## config.mk

```make
export PLATFORM = sky130hd
export DESIGN_NAME = config_pin_serial_select
export DESIGN_NICKNAME = d
export VERILOG_FILES = /design/src/verilog/cfg_pin_pkg.sv /design/src/verilog/serial_port_if.sv /design/src/verilog/pin_sync.sv /design/src/verilog/serial_shifter.sv /design/src/verilog/config_pin_serial_select.sv
export SDC_FILE = /design/constraint.sdc
export NUM_CORES = 1
export LEC_CHECK = 0
export ABC_AREA = 1
export BUFFER_PORTS_ARGS = -buffer_cell sky130_fd_sc_hd__buf_2
export CAP_MARGIN = 20
export CELL_PAD_IN_SITES_DETAIL_PLACEMENT = 0
export CELL_PAD_IN_SITES_GLOBAL_PLACEMENT = 2
export CORE_MARGIN = 5
export CORE_UTILIZATION = 34
export DETAILED_ROUTE_END_ITERATION = 6
export HOLD_SLACK_MARGIN = 0.15
export PLACE_DENSITY_LB_ADDON = 0.3
export RECOVER_POWER = 100
export SLEW_MARGIN = 10
export SYNTH_ARGS = -nofsm -noshare
export SYNTH_HDL_FRONTEND = slang
export SYNTH_SLANG_ARGS = --single-unit
```

## constraint.sdc

```tcl
create_clock -name aclk -period 4.18 [get_ports aclk]
set_clock_uncertainty 0.05 [all_clocks]
set_input_delay 0.209 -clock aclk [delete_from_list [all_inputs] [get_ports aclk]]
set_output_delay 0.209 -clock aclk [all_outputs]
set_load 0.02 [all_outputs]
```

## src/verilog/cfg_pin_pkg.sv

```systemverilog
package cfg_pin_pkg;
    localparam int ADDR_W    = 8;
    localparam int DATA_W    = 32;
    localparam int CODE_W    = 12;
    localparam int SREG_N    = 4;
    localparam int SADDR_W   = 4;
    localparam int FRAME_W   = 16;
    localparam int PIN_N     = 5;

    // register byte offsets
    localparam logic [ADDR_W-1:0] CTRL_OFS   = 8'h00;
    localparam logic [ADDR_W-1:0] STATUS_OFS = 8'h04;
    localparam logic [ADDR_W-1:0] COUNT_OFS  = 8'h08;
    localparam logic [ADDR_W-1:0] SREG_OFS   = 8'h10;

    // control register bits (write 1 to act)
    localparam int CTRL_SCLR_BIT = 0;
    localparam int CTRL_ECLR_BIT = 1;

    // status register bits
    localparam int ST_MODE_BIT = 0;
    localparam int ST_FMT_BIT  = 1;
    localparam int ST_OEA_BIT  = 2;
    localparam int ST_OEB_BIT  = 3;
    localparam int ST_PD_BIT   = 4;
    localparam int ST_ERR_BIT  = 5;
    localparam int ST_BUSY_BIT = 6;

    // serial register 0 fields
    localparam int SF_FMT_BIT = 0;
    localparam int SF_OEA_BIT = 1;
    localparam int SF_PD_BIT  = 2;

    localparam logic [CODE_W-1:0] SREG_RESET  = 12'h000;
    localparam logic [4:0]        FRAME_BITS  = 5'h10;
    localparam logic [1:0]        RESP_OKAY   = 2'h0;
    localparam logic [1:0]        RESP_SLVERR = 2'h2;

    // synchronised pin vector positions
    localparam int PIN_SEL = 0;
    localparam int PIN_FMT = 1;
    localparam int PIN_OEA = 2;
    localparam int PIN_PD  = 3;
    localparam int PIN_OEB = 4;
    localparam logic [PIN_N-1:0] PIN_RESET = 5'h00;

    typedef enum logic [1:0] {
        SH_IDLE  = 2'b00,
        SH_SHIFT = 2'b01,
        SH_FULL  = 2'b10
    } shift_state_t;
endpackage

```

## src/verilog/serial_port_if.sv

```systemverilog
`timescale 1ns/1ps
interface serial_port_if;
    import cfg_pin_pkg::*;
    logic                clk_rise;
    logic                enable_n;
    logic                data_bit;
    logic                clear;
    logic                wr_stb;
    logic [SADDR_W-1:0]  wr_addr;
    logic [CODE_W-1:0]   wr_data;
    logic                frame_err;
    logic                busy;
    modport host    (output clk_rise, enable_n, data_bit, clear,
                     input wr_stb, wr_addr, wr_data, frame_err, busy);
    modport shifter (input clk_rise, enable_n, data_bit, clear,
                     output wr_stb, wr_addr, wr_data, frame_err, busy);
endinterface

```

## src/verilog/pin_sync.sv

```systemverilog
`timescale 1ns/1ps
module pin_sync
    import cfg_pin_pkg::*;
(
    input  wire logic             aclk,
    input  wire logic             aresetn,
    input  wire logic [PIN_N-1:0] pins_in,
    output logic      [PIN_N-1:0] pins_out
);
    // first stage feeds only the second stage
    logic [PIN_N-1:0] meta_r;

    always_ff @(posedge aclk) begin
        if (!aresetn) begin
            meta_r   <= PIN_RESET;
            pins_out <= PIN_RESET;
        end else begin
            meta_r   <= pins_in;
            pins_out <= meta_r;
        end
    end
endmodule

```

## src/verilog/serial_shifter.sv

```systemverilog
`timescale 1ns/1ps
module serial_shifter
    import cfg_pin_pkg::*;
(
    input  wire logic   aclk,
    input  wire logic   aresetn,
    serial_port_if.shifter sp
);
    shift_state_t       state_r;
    logic [FRAME_W-1:0] shift_r;
    logic [4:0]         cnt_r;

    assign sp.busy = (state_r != SH_IDLE);

    always_ff @(posedge aclk) begin
        if (!aresetn || sp.clear) begin
            state_r      <= SH_IDLE;
            shift_r      <= '0;
            cnt_r        <= '0;
            sp.wr_stb    <= 1'b0;
            sp.frame_err <= 1'b0;
            sp.wr_addr   <= '0;
            sp.wr_data   <= '0;
        end else begin
            sp.wr_stb    <= 1'b0;
            sp.frame_err <= 1'b0;
            unique case (state_r)
                SH_IDLE: begin
                    cnt_r <= '0;
                    if (!sp.enable_n) begin
                        state_r <= SH_SHIFT;
                    end
                end
                SH_SHIFT: begin
                    // frame closed before all bits arrived: dropped
                    if (sp.enable_n) begin
                        sp.frame_err <= 1'b1;
                        state_r      <= SH_IDLE;
                    end else if (sp.clk_rise) begin
                        shift_r <= {shift_r[FRAME_W-2:0], sp.data_bit};
                        cnt_r   <= cnt_r + 5'h01;
                        if (cnt_r == FRAME_BITS - 5'h01) begin
                            state_r <= SH_FULL;
                        end
                    end
                end
                SH_FULL: begin
                    // extra clocks after a full word are ignored
                    if (sp.enable_n) begin
                        sp.wr_stb  <= 1'b1;
                        sp.wr_addr <= shift_r[FRAME_W-1:CODE_W];
                        sp.wr_data <= shift_r[CODE_W-1:0];
                        state_r    <= SH_IDLE;
                    end
                end
                default: begin
                    state_r <= SH_IDLE;
                end
            endcase
        end
    end
endmodule

```

## src/verilog/config_pin_serial_select.sv

```systemverilog
// Implementation choices: the register addresses and the AXI4-Lite register port.
`timescale 1ns/1ps
// Summary of operation
// RULE1: select low: shared pins are format, channel A enable, power-down.
// RULE2: select high: shared pins form the serial write port into registers.
// RULE3: parallel format pin high gives two's complement, low offset binary.
// RULE4: parallel channel A enable pin low drives outputs, high floats them.
// RULE5: channel B enable pin low drives, high floats, in either mode.
// RULE6: parallel power-down pin low runs normally, high powers down.
// RULE7: a low pulse on select clears the serial registers.
// RULE8: in serial mode shared pin activity never acts as parallel controls.
module config_pin_serial_select
    import cfg_pin_pkg::*;
(
    input  wire logic              aclk,
    input  wire logic              aresetn,
    // axi4-lite slave
    input  wire logic [ADDR_W-1:0] s_axi_awaddr,
    input  wire logic              s_axi_awvalid,
    output logic                   s_axi_awready,
    input  wire logic [DATA_W-1:0] s_axi_wdata,
    input  wire logic [3:0]        s_axi_wstrb,
    input  wire logic              s_axi_wvalid,
    output logic                   s_axi_wready,
    output logic [1:0]             s_axi_bresp,
    output logic                   s_axi_bvalid,
    input  wire logic              s_axi_bready,
    input  wire logic [ADDR_W-1:0] s_axi_araddr,
    input  wire logic              s_axi_arvalid,
    output logic                   s_axi_arready,
    output logic [DATA_W-1:0]      s_axi_rdata,
    output logic [1:0]             s_axi_rresp,
    output logic                   s_axi_rvalid,
    input  wire logic              s_axi_rready,
    // configuration pins
    input  wire logic              interface_select,
    input  wire logic              format_select,
    input  wire logic              oe_a_n,
    input  wire logic              power_down_control,
    input  wire logic              oe_b_n,
    // converter core codes, offset binary, same clock
    input  wire logic [CODE_W-1:0] core_code_a,
    input  wire logic [CODE_W-1:0] core_code_b,
    // channel outputs
    output logic [CODE_W-1:0]      data_a_o,
    output logic                   data_a_oe,
    output logic [CODE_W-1:0]      data_b_o,
    output logic                   data_b_oe,
    output logic                   power_down,
    output logic                   twos_complement,
    output logic                   serial_mode
);
    function automatic logic [CODE_W-1:0] recode(
        input logic [CODE_W-1:0] code,
        input logic              twos
    );
        recode = {code[CODE_W-1] ^ twos, code[CODE_W-2:0]};
    endfunction

    // register index of a byte address (3 for every serial register), or -1 when unmapped
    function automatic int reg_index(input logic [ADDR_W-1:0] addr);
        reg_index = -1;
        if (addr == CTRL_OFS) begin
            reg_index = 0;
        end else if (addr == STATUS_OFS) begin
            reg_index = 1;
        end else if (addr == COUNT_OFS) begin
            reg_index = 2;
        end else if (addr[ADDR_W-1:4] == SREG_OFS[ADDR_W-1:4]
                     && addr[1:0] == 2'h0) begin
            reg_index = 3;
        end
    endfunction

    serial_port_if sp ();

    logic [PIN_N-1:0]  pins_s;
    logic              sclk_d_r;
    logic [CODE_W-1:0] sreg_r [SREG_N];
    logic              sreg_clear;
    logic              sclr_req_r;
    logic              frame_err_r;
    logic [15:0]       frame_cnt_r;

    logic              aw_hold_r;
    logic              w_hold_r;
    logic [ADDR_W-1:0] awaddr_r;
    logic [DATA_W-1:0] wdata_r;
    logic [3:0]        wstrb_r;
    logic              wr_fire;
    logic              eclr_fire;
    int                wr_idx;
    int                rd_idx;

    logic              sel;
    logic              fmt_nxt;
    logic              oea_n_nxt;
    logic              pd_nxt;

    pin_sync u_sync (
        .aclk     (aclk),
        .aresetn  (aresetn),
        .pins_in  ({oe_b_n, power_down_control, oe_a_n,
                    format_select, interface_select}),
        .pins_out (pins_s)
    );

    assign sel = pins_s[PIN_SEL];

    // serial port only sees enable and clock while select is high; the data pin is not gated
    assign sp.enable_n = sel ? pins_s[PIN_FMT] : 1'b1; // RULE1 RULE2
    assign sp.clk_rise = sel & pins_s[PIN_OEA] & ~sclk_d_r; // RULE2
    assign sp.data_bit = pins_s[PIN_PD]; // RULE2
    assign sp.clear    = sreg_clear;

    serial_shifter u_shift (
        .aclk    (aclk),
        .aresetn (aresetn),
        .sp      (sp.shifter)
    );

    // select low holds the serial side in reset
    assign sreg_clear = ~sel | sclr_req_r; // RULE7

    always_ff @(posedge aclk) begin
        if (!aresetn) begin
            sclk_d_r <= 1'b0;
        end else begin
            sclk_d_r <= pins_s[PIN_OEA];
        end
    end

    always_ff @(posedge aclk) begin
        if (!aresetn || sreg_clear) begin
            for (int i = 0; i < SREG_N; i++) begin
                sreg_r[i] <= SREG_RESET; // RULE7
            end
        end else if (sp.wr_stb && sp.wr_addr < SADDR_W'(SREG_N)) begin
            sreg_r[sp.wr_addr[1:0]] <= sp.wr_data; // RULE2
        end
    end

    // effective controls: pins in parallel mode, registers in serial mode
    always_comb begin
        if (sel) begin
            fmt_nxt   = sreg_r[0][SF_FMT_BIT]; // RULE8
            oea_n_nxt = sreg_r[0][SF_OEA_BIT]; // RULE8
            pd_nxt    = sreg_r[0][SF_PD_BIT]; // RULE8
        end else begin
            fmt_nxt   = pins_s[PIN_FMT]; // RULE1 RULE3
            oea_n_nxt = pins_s[PIN_OEA]; // RULE1 RULE4
            pd_nxt    = pins_s[PIN_PD]; // RULE1 RULE6
        end
    end

    always_ff @(posedge aclk) begin
        if (!aresetn) begin
            twos_complement <= 1'b0;
            data_a_oe       <= 1'b0;
            data_b_oe       <= 1'b0;
            power_down      <= 1'b0;
            serial_mode     <= 1'b0;
        end else begin
            twos_complement <= fmt_nxt; // RULE3
            data_a_oe       <= ~oea_n_nxt; // RULE4
            data_b_oe       <= ~pins_s[PIN_OEB]; // RULE5
            power_down      <= pd_nxt; // RULE6
            serial_mode     <= sel;
        end
    end

    // powered down: codes freeze rather than toggle the output bus
    always_ff @(posedge aclk) begin
        if (!aresetn) begin
            data_a_o <= '0;
            data_b_o <= '0;
        end else if (!pd_nxt) begin
            data_a_o <= recode(core_code_a, fmt_nxt); // RULE3
            data_b_o <= recode(core_code_b, fmt_nxt); // RULE3
        end
    end

    // ---- axi4-lite write path ----
    assign wr_fire = aw_hold_r & w_hold_r & ~s_axi_bvalid;
    assign wr_idx  = reg_index(awaddr_r);
    assign eclr_fire = wr_fire && wr_idx == 0 && wstrb_r[0]
                       && wdata_r[CTRL_ECLR_BIT];

    always_ff @(posedge aclk) begin
        if (!aresetn) begin
            aw_hold_r     <= 1'b0;
            s_axi_awready <= 1'b0;
            awaddr_r      <= '0;
        end else if (s_axi_awvalid && s_axi_awready) begin
            aw_hold_r     <= 1'b1;
            s_axi_awready <= 1'b0;
            awaddr_r      <= s_axi_awaddr;
        end else if (s_axi_bvalid && s_axi_bready) begin
            aw_hold_r     <= 1'b0;
            s_axi_awready <= 1'b1;
        end else if (!aw_hold_r) begin
            s_axi_awready <= 1'b1;
        end
    end

    always_ff @(posedge aclk) begin
        if (!aresetn) begin
            w_hold_r     <= 1'b0;
            s_axi_wready <= 1'b0;
            wdata_r      <= '0;
            wstrb_r      <= '0;
        end else if (s_axi_wvalid && s_axi_wready) begin
            w_hold_r     <= 1'b1;
            s_axi_wready <= 1'b0;
            wdata_r      <= s_axi_wdata;
            wstrb_r      <= s_axi_wstrb;
        end else if (s_axi_bvalid && s_axi_bready) begin
            w_hold_r     <= 1'b0;
            s_axi_wready <= 1'b1;
        end else if (!w_hold_r) begin
            s_axi_wready <= 1'b1;
        end
    end

    always_ff @(posedge aclk) begin
        if (!aresetn) begin
            s_axi_bvalid <= 1'b0;
            s_axi_bresp  <= RESP_OKAY;
        end else if (wr_fire) begin
            s_axi_bvalid <= 1'b1;
            s_axi_bresp  <= (wr_idx < 0) ? RESP_SLVERR : RESP_OKAY;
        end else if (s_axi_bready) begin
            s_axi_bvalid <= 1'b0;
        end
    end

    // software clear of the serial registers, one cycle
    always_ff @(posedge aclk) begin
        if (!aresetn) begin
            sclr_req_r <= 1'b0;
        end else begin
            sclr_req_r <= wr_fire && wr_idx == 0 && wstrb_r[0]
                          && wdata_r[CTRL_SCLR_BIT];
        end
    end

    // a new error in the clearing cycle survives the clear
    always_ff @(posedge aclk) begin
        if (!aresetn) begin
            frame_err_r <= 1'b0;
        end else if (sp.frame_err) begin
            frame_err_r <= 1'b1;
        end else if (eclr_fire) begin
            frame_err_r <= 1'b0;
        end
    end

    always_ff @(posedge aclk) begin
        if (!aresetn) begin
            frame_cnt_r <= '0;
        end else if (sp.wr_stb) begin
            frame_cnt_r <= frame_cnt_r + 16'h0001;
        end
    end

    // ---- axi4-lite read path ----
    assign rd_idx = reg_index(s_axi_araddr);

    always_ff @(posedge aclk) begin
        if (!aresetn) begin
            s_axi_arready <= 1'b0;
            s_axi_rvalid  <= 1'b0;
            s_axi_rdata   <= '0;
            s_axi_rresp   <= RESP_OKAY;
        end else if (s_axi_arvalid && s_axi_arready) begin
            s_axi_arready <= 1'b0;
            s_axi_rvalid  <= 1'b1;
            s_axi_rresp   <= (rd_idx < 0) ? RESP_SLVERR : RESP_OKAY;
            s_axi_rdata   <= '0;
            unique case (rd_idx)
                1: begin
                    s_axi_rdata[ST_MODE_BIT] <= serial_mode;
                    s_axi_rdata[ST_FMT_BIT]  <= twos_complement;
                    s_axi_rdata[ST_OEA_BIT]  <= data_a_oe;
                    s_axi_rdata[ST_OEB_BIT]  <= data_b_oe;
                    s_axi_rdata[ST_PD_BIT]   <= power_down;
                    s_axi_rdata[ST_ERR_BIT]  <= frame_err_r;
                    s_axi_rdata[ST_BUSY_BIT] <= sp.busy;
                end
                2: begin
                    s_axi_rdata[15:0] <= frame_cnt_r;
                end
                3: begin
                    s_axi_rdata[CODE_W-1:0] <= sreg_r[s_axi_araddr[3:2]];
                end
                default: begin
                    s_axi_rdata <= '0;
                end
            endcase
        end else if (s_axi_rvalid && s_axi_rready) begin
            s_axi_rvalid  <= 1'b0;
            s_axi_arready <= 1'b1;
        end else if (!s_axi_rvalid) begin
            s_axi_arready <= 1'b1;
        end
    end
endmodule

```

; Yosys cells after proc, flatten, opt, wreduce, memory -nomap -nowiden
; Memories as Yosys holds them, arrays and structs flattened.
; Index checks and enable logic that the tools add are counted.
[op_classes]
n_addsub = 2
magnitude_cmp = 3
n_eq_ne = 21
n_mux = 50
n_bitwise = 16
n_reduce_logical = 37
[ops]
columns = cell, n
row1 = 32-bit 2-to-1 mux, 8
row2 = "32-bit by 2-bit equality test with 1-bit output, second input constant", 2
row3 = "32-bit by 1-bit less-than comparator with 1-bit output, second input constant", 2
row4 = "32-bit by 1-bit equality test with 1-bit output, second input constant", 1
row5 = 32-bit logical NOT, 1
row6 = 1-bit 2-to-1 mux, 26
row7 = 7-bit one-hot mux with 3 select lines, 1
row8 = 5-bit one-hot mux with 2 select lines, 2
row9 = "16-bit by 1-bit adder with 16-bit output, second input constant", 1
row10 = "8-bit by 3-bit equality test with 1-bit output, second input constant", 2
row11 = "8-bit by 4-bit equality test with 1-bit output, second input constant", 2
row12 = 8-bit logical NOT, 2
row13 = 2-bit 2-to-1 mux, 8
row14 = 2-bit nonzero test, 7
row15 = 1-bit logical AND, 12
row16 = 12-bit 2-to-1 mux, 1
row17 = 12-bit OR reduction, 1
row18 = 5-bit 2-to-1 mux, 2
row19 = 2-bit OR reduction, 5
row20 = 1-bit NOT, 9
row21 = "4-bit by 1-bit equality test with 1-bit output, second input constant", 2
row22 = "2-bit by 1-bit != test with 1-bit output, second input constant", 4
row23 = 2-bit logical NOT, 3
row24 = "2-bit != test, second input constant", 3
row25 = 17 further kinds, 22
[word_totals]
regBits = 137
ramBits = 48
inputBits = 88
out_inout_bits = 70
wordCells = 163
memories = 1
[mem_list]
columns = name, words, word_bits, read_ports, rd_clocked_by_memory_dff, write_ports, line_no
row1 = sreg_r, 4, 12, 2, 0, 4, config_pin_serial_select.sv:79  ; logic [CODE_W-1:0] sreg_r [SREG_N];

; Depth between registers and ports, before layout
; Gate-level depths: netlist of the first run.
[depth]
word_depth = 12
ltp_mapped = 10
mapped_depth_nobuf = 9

; Cells and area by module
; Synthesis of the first run repeated with hierarchy kept, for this count alone.
[hier_totals]
cells_unflattened = 975
area_unflattened_um2 = 7661.1
[modules_own_cells]
columns = mod, instances, cells_each, area_each_um2, seq_area_each_um2
row1 = config_pin_serial_select, 1, 748, 5850.6, 3123.0
row2 = serial_shifter, 1, 196, 1524.0, 820.8
row3 = pin_sync, 1, 31, 286.5, 200.2

; Worst setup path after synthesis of the first run
; No wires, ideal clock.
[synth_path]
path_kind = reg2reg
start = register u_shift.sp.wr_stb
end = memory sreg_r[2][0] (enable)
setup_ns = 0.398
arrival_ns = 1.689
t_required_ns = 3.732
setup_slack_ns = 2.043
stages_incl_launch_ff = 6
path_buffers = 1
period_less_slack_ns = 2.137
path_cell_list = dfxtp_1 buf_4 inv_2 nor3_2 nand2_4 o21ai_0
[synth_lines]
columns = element, line_no
row1 = from (decl), serial_port_if.sv:16  ; output wr_stb, wr_addr, wr_data, frame_err, busy);
row2 = from (signal assigned), serial_shifter.sv:20  ; sp.wr_stb <= 1'b0;
row3 = from (signal assigned), serial_shifter.sv:25  ; sp.wr_stb <= 1'b0;
row4 = from (signal assigned), serial_shifter.sv:50  ; sp.wr_stb <= 1'b1;
row5 = to (decl), config_pin_serial_select.sv:79

==> results.yml, run 1 <==
run_status:
  outcome: "finished, final reports clean"
yosys:
  syn_avg_cell_area_um2: 8.13
  synth-main-ff-cell: "dfxtp_1"
  synth_cells: 934
  synth_edf_count: 48
  synth_seq_cells: 183
  synth-seq-area-share: 0.546
  synth_cell_types: 39
  mappedNetlistArea_um2: 7590
  ys_async_sr_fraction: 0
  ys.warnings.count: 0
finish:
  fillCellCount: 2295
  syn_to_final_growth_pct: 20.2
  num-nets-final: 1161
  fin_area_um2: 9130
  fin_util: 0.417
  diodes: 0
  final-seq-area_um2: 4140
  multi_input_area_um2: 2720
  drive_gt1_frac: 0.0933
clocking:
  path_clk_slew_ns: 0.07
  clk_latency_ns: 0.42
  cts.sink_count: 183
  cts.path.max_buffers: 2
  root_buffer: "clkbuf_16"
  postCtsSetupBuffers: 0
  numCtsBuffers: 17
  cts_tree: "done"
  h-tree-depth: 4
  cts.repair.resized: 0
grt:
  gr-total-overflow: 0
  grt_max_degree: 66
  antenna_found_initial: 0
  grt_pass1_wl_mm: 30.8
  grt_util_all_layers: 0.147
  grt_pass1_vias: 5968
place:
  portBuffers: 106
  gp_congestion: 0.782
  pre_cts_ws_ns: 1.59
  dp_hpwl_mm: 12.7
  place_area_um2: 8200
critical_path:
  required_ns: 4.19
  start_kind: "register"
  crit_type: "register to register"
  critPathMaxFanout: 42
  cp.arrival_ns: 3.16
  end_kind: "register"
pwr:
  p_per_area_nw_per_um2: 413
  leakage_nw: 3.75
  peakVddDrop_mv: 0.245
  total_power_mw: 3.77
floorplan:
  initial_utilization: 0.347
  die_h_um: 159
  io_pins: 158
  row_count: 54
  die_w_um: 159
  dieArea_um2: 25400
  core_um2: 21900
sta:
  drv_slew: 0
  layout_setup_ws_ns: 1.03
  slew_headroom: 0.411
  grt_setup_unrepaired: "false"
  fin_crit_ns: 3.15
  hold_viol_final: 0
  finalCritPeriodShare: 0.754
  tightest_slew_ns: 0.882
  fmax_mhz: 317
  totalNegativeSetupSlack_ns: 0
  setup-violations-final: 0
routing:
  viasPerCell: 4.44
  dr.pass1.iters: 4
  routed_wl_mm: 18.7
  vias: 6046
  drc: 0
  drtIter0Drc: 310
  ant_nets: 0
  avgRoutedWirePerCell_um: 13.7
job:
  drv_cap: 0
worst_hold_path:
  hp-class: "input port to register"
[cells in the final DEF, fill, tap and decap left out, drive strengths merged, types with 45 or more instances in the layout]
| cell | count |
|---|---|
| clkbuf | 74 |
| a21oi | 45 |
| nand3 | 55 |
| nor2 | 204 |
| dlygate4sd3 | 46 |
| o21ai | 96 |
| edfxtp | 48 |
| nand2 | 153 |
| dfxtp | 135 |
| buf | 55 |
| inv | 100 |
[final timing paths]
kind,to,slack (ns),cells after the start,start
setup / recovery,sreg_r[1][8],1.03,7,u_sync.pins_out[0]
hold / removal,s_axi_rdata[8],0.19,4,s_axi_arvalid
setup reg to reg,sreg_r[1][8],1.03,7,u_sync.pins_out[0]
hold reg to reg,data_b_oe,0.35,1,u_sync.pins_out[4]
[critical path: stages, from the launching register on]
cell and delay [ns]:
dfxtp_1 0.43, nand2_1 0.15, nor2_4 0.09, buf_4 0.34, nand2_1 0.57, nor2_1 0.34, nand2_1 0.31, nand2_1 0.49
[state kept, by name (all words and copies together) (netlist names), 2 cells and up]
register            flops
frame_cnt_r            16
u_sync.pins_out         5
awaddr_r                8
u_shift.cnt_r           5
wdata_r                 2
u_shift.state_r         2
u_shift.shift_r        16
u_sync.meta_r           5
data_a_o               12
u_shift.sp.wr_data     12
u_shift.sp.wr_addr      4
s_axi_rdata            16
data_b_o               12
sreg_r                 48
[timing repair]
action                                  CTS  global route
hold buffers                             46             0
endpoints found under the hold margin    47             0
endpoints found under the setup margin    0             0
[metal layers]
metal  track usage  share of wire
met1         0.196           0.49
met2         0.241           0.46
met3        0.0401          0.045
met4        0.0291         0.0079
met5             0              0
[power by group]
group | switching (mW) | internal (mW)
clock | 0.695 | 0.894
sequential | 0.0262 | 1.87
combinational | 0.186 | 0.102
[cells by family after synthesis]
kind of cell	share of synthesized area
flops	0.546
simple gates	0.247
fa+ha+maj	0.00495
other cells	0.000494
compound gates	0.101
buf+inv	0.0964
xor+xnor	0.00346
[cells in the mapped netlist (10+ instances only)]
library cell	number	area, µm²
nand2_1	141	529
o21ai_0	95	475
nor3_1	21	105
a21oi_1	45	225
nor2_1	196	736
inv_1	90	338
dfxtp_1	135	2700
edfxtp_1	48	1440
nand3_1	54	270
clkbuf_1	19	71.3
nand2_2	10	62.6
buf_4	21	158
[per-stage QoR]
stage	instances	hold slack, ns
after floorplan	951	0.257
after global placement	1285	0.342
after detailed placement	1285	0.335
after CTS	1363	0.171
after global routing	1363	0.191
final	1363	0.189
[layout make-up]
class | count | share of cell area
Clock buffer | 20 | 0.0500
Clock inverter | 12 | 0.0145
Inverter | 98 | 0.0414
Multi-Input combinational cell | 615 | 0.298
Sequential cell | 183 | 0.454
Tap cell | 280 | 0.0384
Timing Repair Buffer | 155 | 0.103
Power figures use the tool's default switching activity.
==> inputs of run 2 (changes only) <==
--- a/config.mk
+++ b/config.mk
@@ -5,7 +5,7 @@
 export SDC_FILE = /design/constraint.sdc
 export NUM_CORES = 1
 export LEC_CHECK = 0
-export ABC_AREA = 1
+export ABC_AREA = 0
 export BUFFER_PORTS_ARGS = -buffer_cell sky130_fd_sc_hd__buf_2
 export CAP_MARGIN = 20
 export CELL_PAD_IN_SITES_DETAIL_PLACEMENT = 0
==> constraint.sdc (replaced) <==
create_clock -name aclk -period 3 [get_ports aclk]
set_clock_uncertainty 0.05 [all_clocks]
set_input_delay 0.15 -clock aclk [delete_from_list [all_inputs] [get_ports aclk]]
set_output_delay 0.15 -clock aclk [all_outputs]
set_load 0.02 [all_outputs]
==> results.yml, run 2 <==
run_status:
  outcome: "finished, violations left"
  violations: "capacitance limit, slew limit"
yosys:
  mappedNetlistArea_um2: 7480
  synth_seq_cells: 183
  synthTopCellsByArea: "dfxtp_1 36%, edfxtp_1 19%, nand2_1 7.9%, and2_1 6.4%, a21boi_0 4.2%"
  yosysTopAreaCell: "dfxtp_1"
  synth_edf_count: 48
  ys.warnings.count: 0
  synthMostInstantiatedCell: "nand2_1"
  synth_cells: 743
  synth-seq-area-share: 0.554
  synth-main-ff-cell: "dfxtp_1"
  syn_avg_cell_area_um2: 10.1
  ys_async_sr_fraction: 0
  synth_cell_types: 51
  synth_top_area_frac: 0.361
  synth_common_cells: "157 x nand2_1, 135 x dfxtp_1, 76 x and2_1"
sta:
  finalCritPeriodShare: 0.887
  fin_crit_ns: 2.66
  hold_viol_final: 0
  drv_slew: 41
  fmax_mhz: 376
  tightest_slew_ns: 1.78
  totalNegativeSetupSlack_ns: 0
  grt_setup_unrepaired: "false"
  layout_setup_ws_ns: 0.340
  slew_headroom: -0.188
  setup-violations-final: 0
routing:
  ant_nets: 0
  avgRoutedWirePerCell_um: 14.9
  viasPerCell: 4.64
  drtIter0Drc: 173
  vias: 5489
  dr.pass1.iters: 5
  drc: 0
  routed_wl_mm: 17.6
finish:
  largest_reg_flops: 48
  final_cell_mix: "157 x nand2_1, 135 x dfxtp_1, 63 x clkbuf_1, 55 x dlygate4sd3_1, 52 x buf_2"
  largest-register: "sreg_r"
  syn_to_final_growth_pct: 22.2
  num-nets-final: 980
  final_common_cell: "nand2_1"
  drive_gt1_frac: 0.112
  diodes: 0
pwr:
  switching_share: 0.238
  peakVddDrop_mv: 0.283
  p_clk_frac: 0.409
  p_sw_mw: 1.19
  leakage_nw: 3.40
  p_int_mw: 3.83
  sequentialPowerShare: 0.522
  p_comb_frac: 0.069
  p_per_area_nw_per_um2: 549
clocking:
  h-tree-depth: 4
  root_buffer: "clkbuf_16"
  clk_latency_ns: 0.42
  cts_tree: "done"
  holdBufCountCts: 55
  postCtsSetupBuffers: 0
  cts.sink_count: 183
  cts.repair.resized: 0
  cts.path.max_buffers: 2
  numCtsBuffers: 17
  path_clk_slew_ns: 0.07
critical_path:
  slowest_stage: "dlygate4sd3_1"
  timing.reg2reg.worst_path_depth: 5
  slowest_delay_ns: 0.77
  cp_top_family: "buffers and inverters"
  cp.depth: 7
  worstReg2RegStart: "u_sync.pins_out[0]"
  worstPathCellList: "dlygate4sd3_1, buf_2, nor4_1, dlygate4sd3_1, nand3_1, dlygate4sd3_1, a31oi_1"
  rrSetupSlack_ns: 0.59
  crit_type: "input port to register"
  end_kind: "register"
  crit_end: "s_axi_rdata[10]"
  critPathMaxFanout: 6
  required_ns: 3.29
  cp-startpoint: "s_axi_araddr[0]"
  start_kind: "input port"
  cpMostUsedCell: "dlygate4sd3_1"
  timing.rr.end: "u_shift.sp.frame_err"
  cp.buffers_inverters: 4
  cp.arrival_ns: 2.95
job:
  drv_cap: 1
floorplan:
  row_count: 54
  initial_utilization: 0.344
  io_pins: 158
  die_h_um: 158
  dieArea_um2: 25100
  die_w_um: 158
  core_um2: 21800
grt:
  grt_util_all_layers: 0.142
  grt_max_degree: 93
  grt_pass1_vias: 5545
  gr-total-overflow: 0
  antenna_found_initial: 2
  grt_pass1_wl_mm: 28.0
place:
  portBuffers: 106
  gp_congestion: 0.767
  dp_hpwl_mm: 12.3
  pre_cts_ws_ns: 0.765
worst_hold_path:
  hp-class: "input port to register"
run 2: cell count changes after synthesis, sizes merged, moves of 12 or more:
cell    before  now
and2         0   76
clkbuf      19   31
nor2       204   15
nand3       55   21
mux4         0   12
a21boi       0   42
and3         0   12
inv         96    7
nor3        23    9
o21ai       96   15
run 2: per-stage QoR:
stage | util | hold slack, ns | instance area, µm² | total power [mW] | instances
finish | 0.420 | 0.182 | 9150 | 5.02 | 1182
CTS | 0.426 | 0.179 | 9260 | 5.10 | 1182
global route | 0.420 | 0.216 | 9150 | 5.23 | 1182
global placement | 0.376 | 0.316 | 8170 | 2.98 | 1095
detailed placement | 0.376 | 0.315 | 8170 | 2.99 | 1095
floorplan | - | 0.227 | 7550 | 2.88 | 760
run 2: cell type report:
type                       instances  area (µm²)
clock buffer                      20         447
multi-input combinational        509        3020
fill                            2155       12600
inverter                           7        26.3
sequential                       183        4140
timing repair buffer             171        1060
tap                              280         350
clock inverter                    12        95.1
run 2: kinds of logic after synthesis:
group                      Yosys count  synth area share
AOI/OAI and AO/OA                  122             0.107
muxes                               19            0.0456
buffers and inverters               68            0.0485
DFF                                183             0.554
xor gates and xnor gates            15            0.0176
other                                1          0.000501
and+or+nand+nor                    332             0.222
adders and majority gates            3           0.00502
run 2: worst min-delay path: stages:
cell and delay (ns):
buf_2 0.09, nand2_1 0.18, nand2_1 0.12, a21boi_0 0.06
run 2: worst min path at each step:
stage                           from          endpoint  slack, ns  depth (start not counted)
finish                 s_axi_arvalid   s_axi_rdata[15]       0.18                          4
CTS                    s_axi_awvalid       awaddr_r[0]       0.18                          4
global placement    interface_select  u_sync.meta_r[0]       0.32                          2
detailed placement            oe_a_n  u_sync.meta_r[2]       0.31                          2
floorplan           interface_select  u_sync.meta_r[0]       0.23                          1
global route           s_axi_arvalid   s_axi_rdata[15]       0.22                          4
run 2: power groups by stage:
stage	sequential (mW)	combinational, mW	clock (mW)
CTS	2.62	0.362	2.12
finish	2.62	0.344	2.06
global placement	2.67	0.303	0
global route	2.63	0.381	2.22
detailed placement	2.68	0.309	0
floorplan	2.71	0.172	0
run 2: per-layer routing:
metal,global-route usage,vias up,wire length (µm)
li1,-,2794,-
met1,0.179,2584,8060
met2,0.243,93,8570
met3,0.0359,14,821
met4,0.0357,4,132
met5,0,-,21
